==> src/include/dds_cfg.svh <==
// Register map, field positions and fixed counts of the synthesizer.
// Assumes inclusion by bare name from the design files.
`ifndef DDS_CFG_SVH
`define DDS_CFG_SVH

// ==========================================================
// Register byte offsets
`define DDS_REG_SEL         8'h00
`define DDS_REG_DATA        8'h04
`define DDS_REG_STAT        8'h08

// ==========================================================
// Field positions
`define DDS_SEL_CHAN_MSB    3
`define DDS_SEL_OFF_BIT     8
`define DDS_STAT_CHAN_MSB   3
`define DDS_STAT_VALID_BIT  8
`define DDS_STAT_ACCEPT_BIT 9

// ==========================================================
// Reset values and counts
`define DDS_SEL_RESET       32'h0000_0000
`define DDS_MAX_CHANNELS    16
`define DDS_TBL_W           16
`define DDS_LUT_IDX_W       6
`define DDS_RD_WAIT_CYCLES  1

`endif

==> src/include/dds_pkg.sv <==
// Types shared by the synthesizer modules.
// Assumes nothing outside; compiled before the design modules.
package dds_pkg;

	// ==========================================================
	// Build-time modes
	typedef enum logic [1:0] {DDS_INC_FIXED, DDS_INC_PROG, DDS_INC_STREAM} dds_inc_mode_t;
	typedef enum logic [1:0] {DDS_OFF_NONE, DDS_OFF_FIXED, DDS_OFF_PROG, DDS_OFF_STREAM}
		dds_off_mode_t;
	typedef enum logic [1:0] {DDS_OUT_SINE, DDS_OUT_COSINE, DDS_OUT_BOTH} dds_out_sel_t;
	typedef enum logic {DDS_AMP_FULL, DDS_AMP_UNIT} dds_amp_t;
	typedef enum logic {DDS_PART_FULL, DDS_PART_PHASE_ONLY} dds_part_t;

	// ==========================================================
	// Carriers
	typedef struct packed {
		logic [3:0] chan;
		logic       sel_off;
	} dds_prog_t;

	typedef struct packed {
		logic       wr;
		logic       rd;
		logic       rd_wait;
		logic [7:0] addr;
	} dds_bus_t;

endpackage : dds_pkg

==> src/logic/dds_lut.sv <==
// Sine/cosine lookup with one registered stage, like a block memory.
// Assumes a phase index of six bits from the phase generator.
`timescale 1ns/1ps
`include "dds_cfg.svh"

module dds_lut import dds_pkg::*; #(
	parameter int           OUT_W      = 16,
	parameter dds_out_sel_t OUT_SEL    = DDS_OUT_BOTH,
	parameter bit           NEG_SINE   = 1'b0,
	parameter bit           NEG_COSINE = 1'b0,
	parameter dds_amp_t     AMP_MODE   = DDS_AMP_FULL
) (
	input  wire logic                      hclk,
	input  wire logic                      hresetn,
	input  wire logic                      advance,
	input  wire logic [`DDS_LUT_IDX_W-1:0] phase_idx,
	output logic      [OUT_W-1:0]          sine_out,
	output logic      [OUT_W-1:0]          cosine_out
);

	// ==========================================================
	// Quarter wave, sampled at half steps so no entry is zero
	localparam logic [`DDS_TBL_W-1:0] QTBL [16] = '{
		16'h0648, 16'h12C8, 16'h1F1A, 16'h2B1F, 16'h36BA, 16'h41CD, 16'h4C3F, 16'h55F5,
		16'h5ED7, 16'h66CF, 16'h6DC9, 16'h73B5, 16'h7884, 16'h7C29, 16'h7E9C, 16'h7FD8};
	localparam int          SHIFT = `DDS_TBL_W - OUT_W + ((AMP_MODE == DDS_AMP_UNIT) ? 1 : 0);
	localparam logic [16:0] HALF  = (AMP_MODE == DDS_AMP_UNIT) ? (17'h1 << (SHIFT - 1)) : 17'h0;

	typedef struct packed {
		logic [OUT_W-1:0] sine;
		logic [OUT_W-1:0] cosine;
	} dds_lut_state_t;

	dds_lut_state_t st_reg;
	dds_lut_state_t st_next;

	function automatic logic [OUT_W-1:0] sample_of(input logic [1:0] quad,
			input logic [3:0] idx, input logic neg);
		logic [3:0]       i;
		logic [16:0]      rnd;
		logic [OUT_W-1:0] mag;
		i   = quad[0] ? ~idx : idx;
		// Unit circle halves the scale, rounding each entry to nearest
		rnd = {1'b0, QTBL[i]} + HALF;
		mag = OUT_W'(rnd >> SHIFT);
		// Crest entry pinned so unit circle peaks at exactly one half
		if (AMP_MODE == DDS_AMP_UNIT && i == 4'hF) begin
			mag = OUT_W'(1) << (OUT_W - 2);
		end
		sample_of = (quad[1] ^ neg) ? OUT_W'(-mag) : mag;
	endfunction : sample_of

	always_comb begin
		st_next = st_reg;
		if (advance) begin
			// Absent outputs are held at zero
			st_next.sine   = (OUT_SEL != DDS_OUT_COSINE) ?
				sample_of(phase_idx[5:4], phase_idx[3:0], NEG_SINE) : '0;
			st_next.cosine = (OUT_SEL != DDS_OUT_SINE) ?
				sample_of(phase_idx[5:4] + 2'h1, phase_idx[3:0], NEG_COSINE) : '0;
		end
	end

	always_ff @(posedge hclk or negedge hresetn) begin
		if (!hresetn) begin
			st_reg <= '0;
		end else begin
			st_reg <= st_next;
		end
	end

	assign sine_out   = st_reg.sine;
	assign cosine_out = st_reg.cosine;

endmodule : dds_lut

==> src/logic/dds_top.sv <==
// Direct digital synthesizer: multi-channel phase accumulator, offset adder,
// sine/cosine lookup, and an AHB-Lite slave for run-time increment/offset.
// Assumes inputs synchronous to hclk and a single AHB-Lite master.
//
// Function
// - phase width sizes phase, accumulator, registers, data
// - output width sizes samples; absent if phase-only (here the sample ports stay and are tied to zero)
// - fixed increment is a build constant
// - programmable increment/offset written via channel, select, data
// - streamed increment taken from input each cycle
// - streamed offset taken directly from its input
// - no offset hardware when offset disabled
// - fixed offset is a build constant
// - quadrature or single sine/cosine output
// - independent sine and cosine negation
// - full range nearly fills two's complement
// - unit circle peaks at plus/minus one half
// - folded single-channel registers start at zero
// - streamed increment adds a latency cycle
// - phase output aligned with its samples
// - optional clock enable and synchronous clear
// - valid output marks valid samples
// - ready-for-data output always asserted
// - channel index output for current results
// - programmable registers start at build values
// - increment is unsigned fraction, zero-extended
// - upper half increments alias negative
// - negative offsets equal positive modulo cycle
// - one to sixteen time-multiplexed channels
// - correction option needs twelve-bit phase
//
// The AHB-Lite register port and the placing of the registers are this design's own decisions.
`timescale 1ns/1ps
`include "dds_cfg.svh"

module dds_top import dds_pkg::*; #(
	parameter int                 PHASE_W    = 16,
	parameter int                 OUT_W      = 16,
	parameter int                 CHANNELS   = 1,
	parameter dds_part_t          PART       = DDS_PART_FULL,
	parameter dds_inc_mode_t      INC_MODE   = DDS_INC_PROG,
	parameter dds_off_mode_t      OFF_MODE   = DDS_OFF_PROG,
	parameter dds_out_sel_t       OUT_SEL    = DDS_OUT_BOTH,
	parameter bit                 NEG_SINE   = 1'b0,
	parameter bit                 NEG_COSINE = 1'b0,
	parameter dds_amp_t           AMP_MODE   = DDS_AMP_FULL,
	parameter bit                 HAS_CE     = 1'b1,
	parameter bit                 HAS_SYNC_CLEAR   = 1'b1,
	parameter bit                 FOLD_REGS  = 1'b0,
	parameter bit                 TAYLOR_EN  = 1'b0,
	parameter logic [15:0][31:0]  INC_INIT   = '0,
	parameter logic [15:0][31:0]  OFF_INIT   = '0
) (
	input  wire logic               hclk,
	input  wire logic               hresetn,
	input  wire logic               hsel,
	input  wire logic [31:0]        haddr,
	input  wire logic [1:0]         htrans,
	input  wire logic               hwrite,
	input  wire logic [2:0]         hsize,
	input  wire logic [31:0]        hwdata,
	input  wire logic               hready,
	output logic      [31:0]        hrdata,
	output logic                    hreadyout,
	output logic                    hresp,
	input  wire logic               ce,
	input  wire logic               sync_clear,
	input  wire logic [PHASE_W-1:0] increment_stream_in,
	input  wire logic [PHASE_W-1:0] offset_stream_in,
	output logic      [PHASE_W-1:0] phase_out,
	output logic      [OUT_W-1:0]   sine_out,
	output logic      [OUT_W-1:0]   cosine_out,
	output logic                    sample_valid,
	output logic                    input_accept,
	output logic      [3:0]         chan_out
);

	// ==========================================================
	// Build checks
	if (PHASE_W < 6 || PHASE_W > 32) $error("phase width must lie in 6..32");
	if (OUT_W < 3 || OUT_W > `DDS_TBL_W) $error("output width must lie in 3..16");
	if (CHANNELS < 1 || CHANNELS > `DDS_MAX_CHANNELS) $error("channels must lie in 1..16");
	if (TAYLOR_EN && PHASE_W < 12) $error("correction needs phase width of 12 or more");

	// Folding only applies to one channel with nothing streamed
	localparam bit FOLD = FOLD_REGS && CHANNELS == 1 && INC_MODE != DDS_INC_STREAM &&
		OFF_MODE != DDS_OFF_STREAM;

	typedef struct packed {
		logic [CHANNELS-1:0][PHASE_W-1:0] inc;
		logic [CHANNELS-1:0][PHASE_W-1:0] off;
		logic [CHANNELS-1:0][PHASE_W-1:0] acc;
		logic [PHASE_W-1:0]               inc_strm;
		logic [3:0]                       ch;
		logic [3:0]                       ch1;
		logic [3:0]                       ch2;
		logic [PHASE_W-1:0]               phase1;
		logic [PHASE_W-1:0]               phase2;
		logic                             v1;
		logic                             v2;
		dds_prog_t                        prog;
		dds_bus_t                         bus;
		logic [31:0]                      rdata;
	} dds_state_t;

	// ==========================================================
	// Helpers
	function automatic logic [PHASE_W-1:0] init_inc(input int c);
		init_inc = (FOLD && INC_MODE == DDS_INC_PROG) ? '0 : INC_INIT[c][PHASE_W-1:0];
	endfunction : init_inc

	function automatic logic [PHASE_W-1:0] init_off(input int c);
		init_off = (FOLD && OFF_MODE == DDS_OFF_PROG) ? '0 : OFF_INIT[c][PHASE_W-1:0];
	endfunction : init_off

	function automatic logic [3:0] chan_next(input logic [3:0] c);
		chan_next = (c == 4'(CHANNELS - 1)) ? 4'h0 : c + 4'h1;
	endfunction : chan_next

	function automatic dds_state_t reset_state();
		dds_state_t s;
		s = '0;
		for (int c = 0; c < CHANNELS; c++) begin
			s.inc[c] = init_inc(c);
			// Unused offset flops stay constant and are pruned
			s.off[c] = (OFF_MODE == DDS_OFF_PROG) ? init_off(c) : '0;
		end
		reset_state = s;
	endfunction : reset_state

	localparam dds_state_t ST_RST = reset_state();

	dds_state_t         st_reg;
	dds_state_t         st_next;
	logic               ce_eff;
	logic               clr_eff;
	logic               take;
	logic               sel_ok;
	logic [PHASE_W-1:0] inc_now;
	logic [PHASE_W-1:0] off_now;
	logic [PHASE_W-1:0] sel_val;
	logic [31:0]        rd_val;

	assign ce_eff  = HAS_CE ? ce : 1'b1;
	assign clr_eff = HAS_SYNC_CLEAR ? sync_clear : 1'b0;
	assign take    = hsel && htrans[1] && hready;
	assign sel_ok  = {1'b0, st_reg.prog.chan} < 5'(CHANNELS);

	// ==========================================================
	// Per-channel operands
	always_comb begin
		case (INC_MODE)
			DDS_INC_STREAM: inc_now = st_reg.inc_strm;
			DDS_INC_PROG:   inc_now = st_reg.inc[st_reg.ch];
			default:        inc_now = init_inc(int'(st_reg.ch));
		endcase
		case (OFF_MODE)
			DDS_OFF_STREAM: off_now = offset_stream_in;
			DDS_OFF_PROG:   off_now = st_reg.off[st_reg.ch];
			DDS_OFF_FIXED:  off_now = init_off(int'(st_reg.ch));
			default:        off_now = '0;
		endcase
		if (!sel_ok) begin
			sel_val = '0;
		end else if (st_reg.prog.sel_off) begin
			sel_val = (OFF_MODE == DDS_OFF_PROG) ? st_reg.off[st_reg.prog.chan] : '0;
		end else if (INC_MODE == DDS_INC_PROG) begin
			sel_val = st_reg.inc[st_reg.prog.chan];
		end else begin
			sel_val = '0;
		end
	end

	// ==========================================================
	// Register read decode
	always_comb begin
		rd_val = 32'h0000_0000;
		if (st_reg.bus.addr == `DDS_REG_SEL) begin
			rd_val[`DDS_SEL_CHAN_MSB:0] = st_reg.prog.chan;
			rd_val[`DDS_SEL_OFF_BIT]    = st_reg.prog.sel_off;
		end else if (st_reg.bus.addr == `DDS_REG_DATA) begin
			rd_val[PHASE_W-1:0] = sel_val;
		end else if (st_reg.bus.addr == `DDS_REG_STAT) begin
			rd_val[`DDS_STAT_CHAN_MSB:0]  = st_reg.ch2;
			rd_val[`DDS_STAT_VALID_BIT]   = st_reg.v2;
			rd_val[`DDS_STAT_ACCEPT_BIT]  = 1'b1;
		end
	end

	// ==========================================================
	// Next state
	always_comb begin
		st_next = st_reg;
		// Bus data phases
		if (st_reg.bus.rd && !st_reg.bus.rd_wait) begin
			// Wait state lets a preceding write land before the read is sampled
			st_next.rdata       = rd_val;
			st_next.bus.rd_wait = 1'b1;
		end else if (st_reg.bus.rd) begin
			st_next.bus.rd      = 1'b0;
			st_next.bus.rd_wait = 1'b0;
		end
		if (st_reg.bus.wr) begin
			st_next.bus.wr = 1'b0;
			if (st_reg.bus.addr == `DDS_REG_SEL) begin
				st_next.prog.chan    = hwdata[`DDS_SEL_CHAN_MSB:0];
				st_next.prog.sel_off = hwdata[`DDS_SEL_OFF_BIT];
			end else if (st_reg.bus.addr == `DDS_REG_DATA && sel_ok) begin
				// Other modes ignore the write; narrower fields zero-extend
				if (st_reg.prog.sel_off && OFF_MODE == DDS_OFF_PROG) begin
					st_next.off[st_reg.prog.chan] = hwdata[PHASE_W-1:0];
				end else if (!st_reg.prog.sel_off && INC_MODE == DDS_INC_PROG) begin
					st_next.inc[st_reg.prog.chan] = hwdata[PHASE_W-1:0];
				end
			end
		end
		if (take) begin
			st_next.bus.wr      = hwrite;
			st_next.bus.rd      = !hwrite;
			st_next.bus.rd_wait = 1'b0;
			st_next.bus.addr    = haddr[7:0];
		end
		// Datapath; enable low holds every stage
		if (ce_eff) begin
			st_next.inc_strm = increment_stream_in;
			if (clr_eff) begin
				st_next.acc = '0;
				st_next.ch  = 4'h0;
				st_next.ch1 = 4'h0;
				st_next.ch2 = 4'h0;
				st_next.v1  = 1'b0;
				st_next.v2  = 1'b0;
			end else begin
				// Wraps modulo one cycle, so upper-half increments run backwards
				st_next.acc[st_reg.ch] = st_reg.acc[st_reg.ch] + inc_now;
				st_next.phase1 = (OFF_MODE == DDS_OFF_NONE) ? st_reg.acc[st_reg.ch] :
					st_reg.acc[st_reg.ch] + off_now;
				st_next.ch1    = st_reg.ch;
				st_next.v1     = 1'b1;
				st_next.phase2 = st_reg.phase1;
				st_next.ch2    = st_reg.ch1;
				st_next.v2     = st_reg.v1;
				st_next.ch     = chan_next(st_reg.ch);
			end
		end
	end

	always_ff @(posedge hclk or negedge hresetn) begin
		if (!hresetn) begin
			st_reg <= ST_RST;
		end else begin
			st_reg <= st_next;
		end
	end

	// ==========================================================
	// Lookup and outputs
	if (PART == DDS_PART_FULL) begin : g_lut
		dds_lut #(
			.OUT_W      (OUT_W),
			.OUT_SEL    (OUT_SEL),
			.NEG_SINE   (NEG_SINE),
			.NEG_COSINE (NEG_COSINE),
			.AMP_MODE   (AMP_MODE)
		) u_lut (
			.hclk       (hclk),
			.hresetn    (hresetn),
			.advance    (ce_eff),
			.phase_idx  (st_reg.phase1[PHASE_W-1 -: `DDS_LUT_IDX_W]),
			.sine_out   (sine_out),
			.cosine_out (cosine_out)
		);
	end else begin : g_no_lut
		assign sine_out   = '0;
		assign cosine_out = '0;
	end

	assign phase_out    = st_reg.phase2;
	assign sample_valid = st_reg.v2;
	assign chan_out     = st_reg.ch2;
	assign input_accept = 1'b1;
	assign hreadyout    = !(st_reg.bus.rd && !st_reg.bus.rd_wait);
	assign hresp        = 1'b0;
	assign hrdata       = st_reg.rdata;

	// ==========================================================
	// Checks
	accept_always_a: assert property (@(posedge hclk) disable iff (!hresetn)
		input_accept && !hresp) else $error("accept or response wrong");

	clear_valid_a: assert property (@(posedge hclk) disable iff (!hresetn)
		(ce_eff && clr_eff) |=> (!sample_valid && chan_out == 4'h0 ##1 !sample_valid))
		else $error("clear did not drop valid for two cycles");

	freeze_hold_a: assert property (@(posedge hclk) disable iff (!hresetn)
		!ce_eff |=> ($stable(phase_out) && $stable(chan_out) && $stable(sine_out) &&
		$stable(sample_valid))) else $error("outputs moved while disabled");

	chan_step_a: assert property (@(posedge hclk) disable iff (!hresetn)
		(ce_eff && !clr_eff && sample_valid) |=> (chan_out == chan_next($past(chan_out))))
		else $error("channel index did not advance");

	valid_fill_a: assert property (@(posedge hclk) disable iff (!hresetn)
		(hresetn && ce_eff && !clr_eff ##1 ce_eff && !clr_eff) |=> sample_valid)
		else $error("valid missing two enabled cycles after start");

	if (PART == DDS_PART_FULL && OUT_SEL != DDS_OUT_COSINE) begin : g_chk_sine
		sine_sign_a: assert property (@(posedge hclk) disable iff (!hresetn)
			sample_valid |-> (sine_out[OUT_W-1] == (phase_out[PHASE_W-1] ^ NEG_SINE)))
			else $error("sine sign not tied to its phase");
	end

	if (PART == DDS_PART_FULL && AMP_MODE == DDS_AMP_UNIT) begin : g_chk_unit
		unit_peak_a: assert property (@(posedge hclk) disable iff (!hresetn)
			sample_valid |-> ($signed(sine_out) <= $signed(OUT_W'(1) <<< (OUT_W - 2)) &&
			$signed(sine_out) >= -$signed(OUT_W'(1) <<< (OUT_W - 2))))
			else $error("unit circle sample beyond one half");
	end

	if (CHANNELS == 1 && INC_MODE == DDS_INC_FIXED &&
		(OFF_MODE == DDS_OFF_NONE || OFF_MODE == DDS_OFF_FIXED))
	begin : g_chk_step
		phase_step_a: assert property (@(posedge hclk) disable iff (!hresetn)
			(ce_eff && !clr_eff && sample_valid && !st_reg.bus.wr) |=>
			(phase_out == $past(phase_out) + init_inc(0)))
			else $error("phase did not advance by the increment");
	end

	read_wait_a: assert property (@(posedge hclk) disable iff (!hresetn)
		(take && !hwrite) |=> (!hreadyout ##1 hreadyout))
		else $error("read did not take exactly one wait state");

endmodule : dds_top

==> config.mk <==
export PLATFORM = sky130hd
export DESIGN_NAME = dds_top
export DESIGN_NICKNAME = d
export VERILOG_FILES = /design/src/include/dds_pkg.sv /design/src/logic/dds_lut.sv /design/src/logic/dds_top.sv
export VERILOG_INCLUDE_DIRS = /design/src /design/src/include
export SDC_FILE = /design/constraint.sdc
export NUM_CORES = 1
export LEC_CHECK = 0
export BUFFER_PORTS_ARGS = -buffer_cell sky130_fd_sc_hd__clkbuf_2
export CORE_ASPECT_RATIO = 0.6
export CORE_MARGIN = 2
export CORE_UTILIZATION = 36
export CTS_BUF_LIST = sky130_fd_sc_hd__clkbuf_8
export DETAILED_ROUTE_END_ITERATION = 10
export PLACE_DENSITY_LB_ADDON = 0.15
export SLEW_MARGIN = 10
export SYNTH_ARGS = -nofsm -noshare
export SYNTH_HDL_FRONTEND = slang
export SYNTH_HIERARCHICAL = 1
export SYNTH_SLANG_ARGS = --single-unit
==> constraint.sdc <==
create_clock -name hclk -period 12.2 [get_ports hclk]
set_clock_uncertainty 0.1 [all_clocks]
set_input_delay 0.61 -clock hclk [delete_from_list [all_inputs] [get_ports hclk]]
set_output_delay 0.61 -clock hclk [all_outputs]
set_load 0.05 [all_outputs]
==> impl_results.html, run 1 <==
<table>
<tr><th>Metric</th><th>Value</th></tr>
<tr><th colspan="2">Drt</th></tr>
<tr><td>Number of routed nets with antenna violations</td><td>0</td></tr>
<tr><td>Detailed Route Iter0 Violations</td><td>751</td></tr>
<tr><td>Number of optimization iterations in the first detailed-route pass</td><td>6</td></tr>
<tr><td>Final Routed Wirelength</td><td>28,700 microns</td></tr>
<tr><td>Average wire length per cell after detail routing</td><td>18.7 microns</td></tr>
<tr><td>Detail-routed via count per cell</td><td>5.43</td></tr>
<tr><td>Total via count after detailed routing</td><td>8,361</td></tr>
<tr><td>Remaining DRCs</td><td>0</td></tr>
<tr><th colspan="2">STA</th></tr>
<tr><td>Tightest hold margin</td><td>88.9 ps</td></tr>
<tr><td>Count of final setup violators</td><td>0</td></tr>
<tr><td>Minimum clock period</td><td>4380 ps</td></tr>
<tr><td>Worst slew margin relative to its limit</td><td>27.6%</td></tr>
<tr><td>Period utilization</td><td>35.9%</td></tr>
<tr><td>Final Hold Viols</td><td>0</td></tr>
<tr><td>Unrepaired setup endpoints after global routing</td><td>no</td></tr>
<tr><td>FMAX</td><td>0.228 GHz</td></tr>
<tr><td>Actual transition at the worst max-transition pin</td><td>1090 ps</td></tr>
<tr><td>Number of pins with negative max-slew slack in the final report</td><td>0</td></tr>
<tr><td>Sum of negative setup slack</td><td>0 ps</td></tr>
<tr><th colspan="2">Die</th></tr>
<tr><td>Chip Width</td><td>225 microns</td></tr>
<tr><td>Height of the chip</td><td>136 microns</td></tr>
<tr><td>Standard cell core area</td><td>28,700 sq um</td></tr>
<tr><td>Full die area</td><td>30,600 sq um</td></tr>
<tr><td>Starting utilization of the core area</td><td>36.6%</td></tr>
<tr><td>Row cnt</td><td>48</td></tr>
<tr><td>Top Ports</td><td>196</td></tr>
<tr><th colspan="2">Status</th></tr>
<tr><td>Outcome</td><td>completed</td></tr>
<tr><th colspan="2">Worst setup path</th></tr>
<tr><td>Source of the worst register-to-register timing path</td><td>st_reg[80]$_DFFE_PN0P_</td></tr>
<tr><td>Critical path type</td><td>register to register</td></tr>
<tr><td>Length in cells of the worst reg-to-reg path</td><td>14</td></tr>
<tr><td>Critical Path Sink Type</td><td>register</td></tr>
<tr><td>CP most frequent cell</td><td>inv_1</td></tr>
<tr><td>Endpoint required time on the critical path</td><td>12,530 ps</td></tr>
<tr><td>Cells traversed along the worst timing path</td><td>buf_4, xor2_1, inv_1, ha_1, or2_2, a21oi_1, nor3_1, inv_1, ha_1, inv_1, a31o_2, or4_4, or4_1, nand3_1</td></tr>
<tr><td>Worst-path fanout max</td><td>52</td></tr>
<tr><td>FF-to-FF setup slack</td><td>7820 ps</td></tr>
<tr><td>Capture instance of the worst register-to-register path</td><td>g_lut.u_lut/cosine_out[12]$_DFFE_PN0P_</td></tr>
<tr><td>Type of origin of the critical path</td><td>register</td></tr>
<tr><td>Peak per-stage delay on the critical path</td><td>570 ps</td></tr>
<tr><td>Arrival time at the worst endpoint</td><td>4710 ps</td></tr>
<tr><td>Slowest cell on the critical path</td><td>xor2_1</td></tr>
<tr><th colspan="2">Synthesis</th></tr>
<tr><td>Number of enable flip-flop cells after synthesis</td><td>0</td></tr>
<tr><td>Flop and latch count out of synthesis</td><td>158</td></tr>
<tr><td>Synthesized cell area</td><td>10,500 sq um</td></tr>
<tr><td>Synth warn</td><td>6</td></tr>
<tr><td>Synthesized area divided by synthesized cell count</td><td>9.44 sq um</td></tr>
<tr><td>Portion of the post-synthesis area used by sequential elements</td><td>37.6%</td></tr>
<tr><td>Synth async-reset ratio</td><td>100%</td></tr>
<tr><td>Number of instances in the synthesized netlist</td><td>1,114</td></tr>
<tr><td>Most common flop cell mapped by yosys</td><td>dfrtp_1</td></tr>
<tr><td>Number of different library cells in the post-synthesis netlist</td><td>91</td></tr>
<tr><th colspan="2">Pwr</th></tr>
<tr><td>Switch share</td><td>44.4%</td></tr>
<tr><td>LEAKAGE</td><td>5.29 nW</td></tr>
<tr><td>Internal Dissipation</td><td>1.07 mW</td></tr>
<tr><td>Combinational power share</td><td>42.9%</td></tr>
<tr><td>Clock share of power</td><td>22.4%</td></tr>
<tr><td>Net Sw Power</td><td>850 uW</td></tr>
<tr><td>Total power per unit cell area</td><td>169 nW/um^2</td></tr>
<tr><td>Highest ir drop seen on vdd</td><td>0.107 mV</td></tr>
<tr><td>Seq pwr share</td><td>34.7%</td></tr>
<tr><th colspan="2">GRT</th></tr>
<tr><td>Overall routing resource usage</td><td>19.4%</td></tr>
<tr><td>Number of antenna violations at the first check in global routing</td><td>0</td></tr>
<tr><td>Global-route wire length before repair</td><td>45,500 microns</td></tr>
<tr><td>Overflow after GRT</td><td>0</td></tr>
<tr><td>Vias in the first global route</td><td>7,738</td></tr>
<tr><td>Largest net degree at the start of global routing</td><td>97</td></tr>
<tr><th colspan="2">Placed design</th></tr>
<tr><td>Area post-placement</td><td>10,900 sq um</td></tr>
<tr><td>Total of buffers placed on input and output ports</td><td>101</td></tr>
<tr><td>Sum of net half-perimeters after detailed placement</td><td>21,300 microns</td></tr>
<tr><td>Final weighted congestion of routability-driven global placement</td><td>0.889</td></tr>
<tr><th colspan="2">Clock tree</th></tr>
<tr><td>Post-CTS sizing</td><td>0</td></tr>
<tr><td>Count of buffers added by post-CTS timing repair for setup</td><td>0</td></tr>
<tr><td>Clock slew at the register clock pins of the worst setup and hold paths</td><td>90 ps</td></tr>
<tr><td>Clock Sink Count</td><td>158</td></tr>
<tr><td>Inserted Clock Buffers</td><td>17</td></tr>
<tr><td>CTS Buffer Depth</td><td>2</td></tr>
<tr><td>Hold buffers post-CTS</td><td>0</td></tr>
<tr><td>Library cell used as clock root buffer</td><td>clkbuf_8</td></tr>
<tr><td>Clock network latency to the later pin of the worst-skew pair</td><td>500 ps</td></tr>
<tr><td>CTS tree</td><td>built</td></tr>
<tr><td>Htree depth</td><td>4</td></tr>
<tr><th colspan="2">Cells and area</th></tr>
<tr><td>Area Growth Syn to Fin</td><td>7.92%</td></tr>
<tr><td>Net total in the final layout</td><td>1,312</td></tr>
<tr><td>Fin area</td><td>11,300 sq um</td></tr>
<tr><td>Share of cells above drive strength 1</td><td>20.5%</td></tr>
<tr><td>Count of antenna diodes in the layout</td><td>0</td></tr>
<tr><td>Final core occ</td><td>39.5%</td></tr>
<tr><td>Largest register FFs</td><td>89</td></tr>
<tr><td>Fill cell instance count of the final layout</td><td>2,932</td></tr>
<tr><th colspan="2">Min path</th></tr>
<tr><td>Class of the worst hold path</td><td>input port to asynchronous set/reset pin</td></tr>
<tr><th colspan="2">Job</th></tr>
<tr><td>MaxCap Viol Count</td><td>0</td></tr>
</table>
## power by group through the flow
stage               Clock (mW)  Sequential [mW]  Combinational, mW
CTS                      0.446            0.667              0.819
global route             0.470            0.678              0.891
floorplan                    0            0.819              0.490
detailed placement           0            0.678              0.816
finish                   0.429            0.665              0.822
global placement             0            0.676              0.812
## cells in the final DEF, fill, tap and decap left out, types with 5 or more instances in the layout
cell type | Yosys | final
a21o_1 | 17 | 17
mux2i_1 | 20 | 20
mux2_4 | 5 | 5
xnor2_1 | 22 | 22
o211ai_1 | 9 | 9
a211oi_1 | 7 | 7
mux2_2 | 52 | 52
o22ai_1 | 15 | 15
o21a_1 | 10 | 10
o31ai_1 | 15 | 15
clkbuf_2 | 0 | 100
nor3_1 | 17 | 17
conb_1 | 2 | 18
a31oi_1 | 5 | 5
nand3b_1 | 6 | 6
or3_1 | 12 | 12
and3_1 | 5 | 5
nand2b_1 | 17 | 16
a21oi_1 | 47 | 47
nand2_1 | 130 | 130
and2_1 | 13 | 13
nor2_1 | 54 | 54
nand3_1 | 21 | 21
xor2_1 | 19 | 19
inv_1 | 37 | 40
o21ai_0 | 71 | 71
nor4_1 | 7 | 7
or2_2 | 11 | 11
ha_1 | 51 | 51
a22oi_1 | 6 | 6
clkbuf_8 | 0 | 18
nor2b_1 | 27 | 26
buf_4 | 59 | 13
nand4_1 | 9 | 9
dfrtp_1 | 158 | 157
a222oi_1 | 5 | 5
o311ai_0 | 5 | 5
## worst max path at each step
| stage | from | depth (start not counted) | end |
|---|---|---|---|
| after floorplan | st_reg[80]$_DFFE_PN0P_ | 17 | g_lut.u_lut/cosine_out[12]$_DFFE_PN0P_ |
| after global placement | st_reg[80]$_DFFE_PN0P_ | 14 | g_lut.u_lut/cosine_out[12]$_DFFE_PN0P_ |
| after detailed placement | st_reg[80]$_DFFE_PN0P_ | 14 | g_lut.u_lut/cosine_out[12]$_DFFE_PN0P_ |
| after CTS | st_reg[80]$_DFFE_PN0P_ | 14 | g_lut.u_lut/cosine_out[12]$_DFFE_PN0P_ |
| after global routing | st_reg[80]$_DFFE_PN0P_ | 14 | g_lut.u_lut/cosine_out[14]$_DFFE_PN0P_ |
| final | st_reg[80]$_DFFE_PN0P_ | 14 | g_lut.u_lut/cosine_out[12]$_DFFE_PN0P_ |
## worst max-delay path: cells and delay by family, from the launching register on
| family | cells | cell delay (ps) |
|---|---|---|
| buffers and inverters | 4 | 870 |
| adders and majority gates | 2 | 480 |
| DFF | 1 | 330 |
| and+or+nand+nor | 5 | 1520 |
| AOI/OAI and AO/OA | 2 | 440 |
| xor gates and xnor gates | 1 | 570 |
## layer usage
metal,vias to the layer above,track usage (%),routed length [microns]
met3,10,5.36,1990
li1,4005,-,-
met5,-,0,0
met4,0,3.31,152
met1,4151,31.9,15800
met2,195,24.4,10800
## cell families after synthesis
family                     count (synthesis)  share of synthesized area (%)
xor gates and xnor gates                  42                           3.68
buffers and inverters                    151                           8.31
muxes                                     82                           9.15
other                                      2                         0.0714
adders and majority gates                 53                           6.45
DFF                                      158                           37.6
AOI/OAI and AO/OA                        270                           17.5
and+or+nand+nor                          356                           17.2
## stage by stage
step	instances	setup WS, ps	power, mW
floorplan	1130	8190	1.31
global placement	1507	7940	1.49
detailed placement	1507	7900	1.49
CTS	1539	7870	1.93
global route	1539	7450	2.04
finish	1539	7820	1.92
## synth_stat cells (8+ instances only)
library cell	instances	area, sq um
o31ai_1	15	113
a21oi_1	47	235
nand3_1	21	105
mux2_2	52	586
o21ai_0	71	355
nand2_1	130	488
xnor2_1	22	193
o211ai_1	9	67.6
or2_2	11	68.8
o21a_1	10	75.1
dfrtp_1	158	3950
and2_1	13	81.3
inv_1	37	139
xor2_1	19	166
or3_1	12	75.1
nor2b_1	27	169
nor2_1	54	203
mux2i_1	20	200
nand2b_1	17	106
buf_6	8	90.1
clkbuf_1	31	116
nor3_1	17	85.1
buf_4	59	443
nand4_1	9	56.3
a21o_1	17	128
ha_1	51	638
o22ai_1	15	93.8
## area by class of cell
| cell class | instances | area [sq um] | share of cell area [%] |
|---|---|---|---|
| Inverter | 39 | 146 | 1.29 |
| Sequential cell | 158 | 3960 | 34.9 |
| Tap cell | 375 | 469 | 4.14 |
| Multi-Input combinational cell | 821 | 5750 | 50.7 |
| Clock inverter | 14 | 166 | 1.47 |
| Timing Repair Buffer | 114 | 609 | 5.37 |
| Clock buffer | 18 | 248 | 2.18 |
Power figures use the tool's default switching activity.
==> run 2: changes to the inputs <==
--- a/config.mk
+++ b/config.mk
@@ -6,6 +6,7 @@
 export SDC_FILE = /design/constraint.sdc
 export NUM_CORES = 1
 export LEC_CHECK = 0
+export ABC_AREA = 1
 export BUFFER_PORTS_ARGS = -buffer_cell sky130_fd_sc_hd__clkbuf_2
 export CORE_ASPECT_RATIO = 0.6
 export CORE_MARGIN = 2
==> constraint.sdc (replaced) <==
create_clock -name hclk -period 4.6 [get_ports hclk]
set_clock_uncertainty 0.1 [all_clocks]
set_input_delay 0.23 -clock hclk [delete_from_list [all_inputs] [get_ports hclk]]
set_output_delay 0.23 -clock hclk [all_outputs]
set_load 0.05 [all_outputs]
==> run 2 against run 1 <==
Cell count rose by 23%. Synthesized area down 0.48%. Sequential power grew to 3.1 times the previous value. Critical path type unchanged.
==> impl_results.html, run 2 <==
<table>
<tr><th>Metric</th><th>Value</th></tr>
<tr><th colspan="2">Cells and area</th></tr>
<tr><td>Most common cell after layout, fill and taps aside</td><td>nand2_1</td></tr>
<tr><td>Share of cells above drive strength 1</td><td>13.3%</td></tr>
<tr><td>Count of antenna diodes in the layout</td><td>0</td></tr>
<tr><td>Area Growth Syn to Fin</td><td>10.7%</td></tr>
<tr><td>Largest register FFs</td><td>89</td></tr>
<tr><td>Most frequent cells in the layout</td><td>549 x nand2_1, 158 x dfrtp_1, 134 x inv_1</td></tr>
<tr><td>Net total in the final layout</td><td>1,670</td></tr>
<tr><th colspan="2">Die</th></tr>
<tr><td>Chip Width</td><td>224 microns</td></tr>
<tr><td>Top Ports</td><td>196</td></tr>
<tr><td>Full die area</td><td>30,500 sq um</td></tr>
<tr><td>Row cnt</td><td>48</td></tr>
<tr><td>Standard cell core area</td><td>28,600 sq um</td></tr>
<tr><td>Height of the chip</td><td>136 microns</td></tr>
<tr><td>Starting utilization of the core area</td><td>36.5%</td></tr>
<tr><th colspan="2">STA</th></tr>
<tr><td>Worst Slack Setup Final</td><td>1560 ps</td></tr>
<tr><td>Sum of negative setup slack</td><td>0 ps</td></tr>
<tr><td>Number of pins with negative max-slew slack in the final report</td><td>0</td></tr>
<tr><td>Unrepaired setup endpoints after global routing</td><td>no</td></tr>
<tr><td>FMAX</td><td>0.329 GHz</td></tr>
<tr><td>Minimum clock period</td><td>3040 ps</td></tr>
<tr><td>Worst slew margin relative to its limit</td><td>33.1%</td></tr>
<tr><td>Period utilization</td><td>66.1%</td></tr>
<tr><td>Actual transition at the worst max-transition pin</td><td>1000 ps</td></tr>
<tr><td>Count of final setup violators</td><td>0</td></tr>
<tr><td>Final Hold Viols</td><td>0</td></tr>
<tr><th colspan="2">Synthesis</th></tr>
<tr><td>Synthesized area divided by synthesized cell count</td><td>7.27 sq um</td></tr>
<tr><td>Portion of the post-synthesis area used by sequential elements</td><td>37.8%</td></tr>
<tr><td>Largest area contributor in the synthesized netlist</td><td>dfrtp_1</td></tr>
<tr><td>Synth warn</td><td>6</td></tr>
<tr><td>Flop and latch count out of synthesis</td><td>158</td></tr>
<tr><td>Synth async-reset ratio</td><td>100%</td></tr>
<tr><td>Most common flop cell mapped by yosys</td><td>dfrtp_1</td></tr>
<tr><td>Synth area leaders</td><td>dfrtp_1 38%, nand2_1 20%, ha_1 6.1%</td></tr>
<tr><td>Number of instances in the synthesized netlist</td><td>1,438</td></tr>
<tr><td>Number of enable flip-flop cells after synthesis</td><td>0</td></tr>
<tr><td>Share of Yosys cell area claimed by the top area cell type</td><td>37.8%</td></tr>
<tr><td>Most frequent cell after synthesis</td><td>nand2_1</td></tr>
<tr><td>List of most frequent post-synthesis cells</td><td>549 x nand2_1, 158 x dfrtp_1, 134 x inv_1, 113 x nand3_1, 62 x buf_4</td></tr>
<tr><td>Synthesized cell area</td><td>10,500 sq um</td></tr>
<tr><td>Number of different library cells in the post-synthesis netlist</td><td>50</td></tr>
<tr><th colspan="2">Status</th></tr>
<tr><td>Outcome</td><td>completed</td></tr>
<tr><th colspan="2">Clock tree</th></tr>
<tr><td>CTS tree</td><td>built</td></tr>
<tr><td>CTS Buffer Depth</td><td>2</td></tr>
<tr><td>Htree depth</td><td>4</td></tr>
<tr><td>Clock Sink Count</td><td>158</td></tr>
<tr><td>Count of buffers added by post-CTS timing repair for setup</td><td>0</td></tr>
<tr><td>Inserted Clock Buffers</td><td>17</td></tr>
<tr><td>Clock network latency to the later pin of the worst-skew pair</td><td>500 ps</td></tr>
<tr><td>Clock slew at the register clock pins of the worst setup and hold paths</td><td>100 ps</td></tr>
<tr><td>Library cell used as clock root buffer</td><td>clkbuf_8</td></tr>
<tr><th colspan="2">GRT</th></tr>
<tr><td>Met1 Usage GRT</td><td>33.9%</td></tr>
<tr><td>GR Layer Usage met3</td><td>3.41%</td></tr>
<tr><td>Global-route wire length before repair</td><td>46,400 microns</td></tr>
<tr><td>M2 GR Usage</td><td>24.5%</td></tr>
<tr><td>Number of antenna violations at the first check in global routing</td><td>0</td></tr>
<tr><td>Overflow after GRT</td><td>0</td></tr>
<tr><td>Most congested layer reported by global routing</td><td>met1</td></tr>
<tr><td>Overall routing resource usage</td><td>19.8%</td></tr>
<tr><td>Vias in the first global route</td><td>8,136</td></tr>
<tr><td>Largest net degree at the start of global routing</td><td>87</td></tr>
<tr><th colspan="2">Drt</th></tr>
<tr><td>Detail-routed via count per cell</td><td>4.80</td></tr>
<tr><td>Final Routed Wirelength</td><td>29,300 microns</td></tr>
<tr><td>Detailed Route Iter0 Violations</td><td>833</td></tr>
<tr><td>Number of routed nets with antenna violations</td><td>0</td></tr>
<tr><td>Remaining DRCs</td><td>0</td></tr>
<tr><td>Total via count after detailed routing</td><td>9,109</td></tr>
<tr><td>Number of optimization iterations in the first detailed-route pass</td><td>6</td></tr>
<tr><td>Average wire length per cell after detail routing</td><td>15.4 microns</td></tr>
<tr><th colspan="2">Pwr</th></tr>
<tr><td>Total power</td><td>8.80 mW</td></tr>
<tr><td>Internal Dissipation</td><td>3.96 mW</td></tr>
<tr><td>Total power per unit cell area</td><td>760 nW/um^2</td></tr>
<tr><td>Switch share</td><td>55.0%</td></tr>
<tr><td>Highest ir drop seen on vdd</td><td>0.303 mV</td></tr>
<tr><td>Net Sw Power</td><td>4.85 mW</td></tr>
<tr><td>LEAKAGE</td><td>6.12 nW</td></tr>
<tr><td>Clock share of power</td><td>13.4%</td></tr>
<tr><td>Combinational power share</td><td>63.3%</td></tr>
<tr><td>Seq pwr share</td><td>23.2%</td></tr>
<tr><th colspan="2">Worst setup path</th></tr>
<tr><td>Worst-path fanout max</td><td>29</td></tr>
<tr><td>Arrival time at the worst endpoint</td><td>3330 ps</td></tr>
<tr><td>FF-to-FF setup slack</td><td>1560 ps</td></tr>
<tr><td>Endpoint required time on the critical path</td><td>4890 ps</td></tr>
<tr><td>Type of origin of the critical path</td><td>register</td></tr>
<tr><td>Critical path type</td><td>register to register</td></tr>
<tr><td>Critical Path Sink Type</td><td>register</td></tr>
<tr><th colspan="2">Placed design</th></tr>
<tr><td>Total of buffers placed on input and output ports</td><td>101</td></tr>
<tr><td>Sum of net half-perimeters after detailed placement</td><td>21,900 microns</td></tr>
<tr><td>Final weighted congestion of routability-driven global placement</td><td>0.875</td></tr>
<tr><td>Setup WS pre-CTS</td><td>1620 ps</td></tr>
<tr><th colspan="2">Min path</th></tr>
<tr><td>Class of the worst hold path</td><td>input port to register</td></tr>
<tr><th colspan="2">Job</th></tr>
<tr><td>MaxCap Viol Count</td><td>0</td></tr>
</table>
## run 2: changes by cell type in the layout (fill, tap and decap cells not counted), sizes merged, moves of 15 or more
cell / change
a21o: -16
a21oi: -16
dlygate4sd3: +26
inv: +108
mux2: -54
mux2i: -15
nand2: +436
nand2b: -17
nand3: +103
nor2: +19
nor2b: -27
o21ai: +25
o31ai: -15
## run 2: cell families after synthesis
| kind of cell | count (synthesis) | share of synthesized area, % |
|---|---|---|
| xor gates and xnor gates | 22 | 1.84 |
| and+or+nand+nor | 796 | 33.1 |
| AOI/OAI and AO/OA | 154 | 8.07 |
| buffers and inverters | 244 | 11.7 |
| DFF | 158 | 37.8 |
| muxes | 9 | 0.909 |
| adders and majority gates | 53 | 6.48 |
| other | 2 | 0.0718 |
## run 2: power groups by stage
stage               sequential (mW)  combinational [mW]  clock [mW]
floorplan                      2.46                4.01           0
global placement               2.07                5.47           0
detailed placement             2.07                5.51           0
CTS                            2.05                5.55        1.22
global route                   2.09                6.31        1.28
finish                         2.04                5.58        1.18
## run 2: layout make-up
class / count / area [sq um]
Multi-Input combinational cell: 1052 / 5340
Inverter: 146 / 553
Fill cell: 3005 / 17100
Clock inverter: 14 / 203
Clock buffer: 17 / 234
Tap cell: 375 / 469
Sequential cell: 158 / 3950
Timing Repair Buffer: 134 / 825
## run 2: what timing repair did
action,in CTS,in global routing
gates resized for setup,0,0
hold buffers,26,0
endpoints found under the hold margin,131,0
## run 2: layer usage
metal / share of wire, % / vias to the layer above
met4: 0.70 / 0
li1: - / 4640
met3: 6.3 / 14
met2: 36 / 238
met5: 0 / -
met1: 57 / 4217
## run 2: worst paths after layout
kind | from | end | cells past startpoint
setup / recovery | st_reg[80]$_DFFE_PN0P_ | g_lut.u_lut/sine_out[14]$_DFFE_PN0P_ | 13
hold / removal | ce | st_reg[92]$_DFFE_PN0P_ | 2
setup reg to reg | st_reg[80]$_DFFE_PN0P_ | g_lut.u_lut/sine_out[14]$_DFFE_PN0P_ | 13
hold reg to reg | phase_out[11]$_DFFE_PN0P_ | phase_out[11]$_DFFE_PN0P_ | 2
max in group asynchronous | hresetn | hrdata[5]$_DFFE_PN0P_ | 3
min in group asynchronous | hresetn | g_lut.u_lut/sine_out[11]$_DFFE_PN0P_ | 2
## run 2: critical path, cell delays in order, from the launching register on
cell,delay [ps]
dfrtp_1,550
inv_6,170
nand2_1,80
nand2_1,740
nand3_1,210
nand2_1,210
ha_1,240
nand3_2,120
nor2_1,180
nand3_1,100
nand3_1,80
nand2_1,50
nand2_1,50
nand2_1,60
## run 2: stage by stage
stage                     util (%)  cell area (sq um)  std cells  hold slack [ps]
after global routing          40.4              11600       1896             64.7
after global placement        38.0              10900       1839              277
after detailed placement      38.0              10900       1839              274
after CTS                     40.4              11600       1896             37.8
after floorplan                  -              10500       1454             -166
final                         40.4              11600       1896             82.0
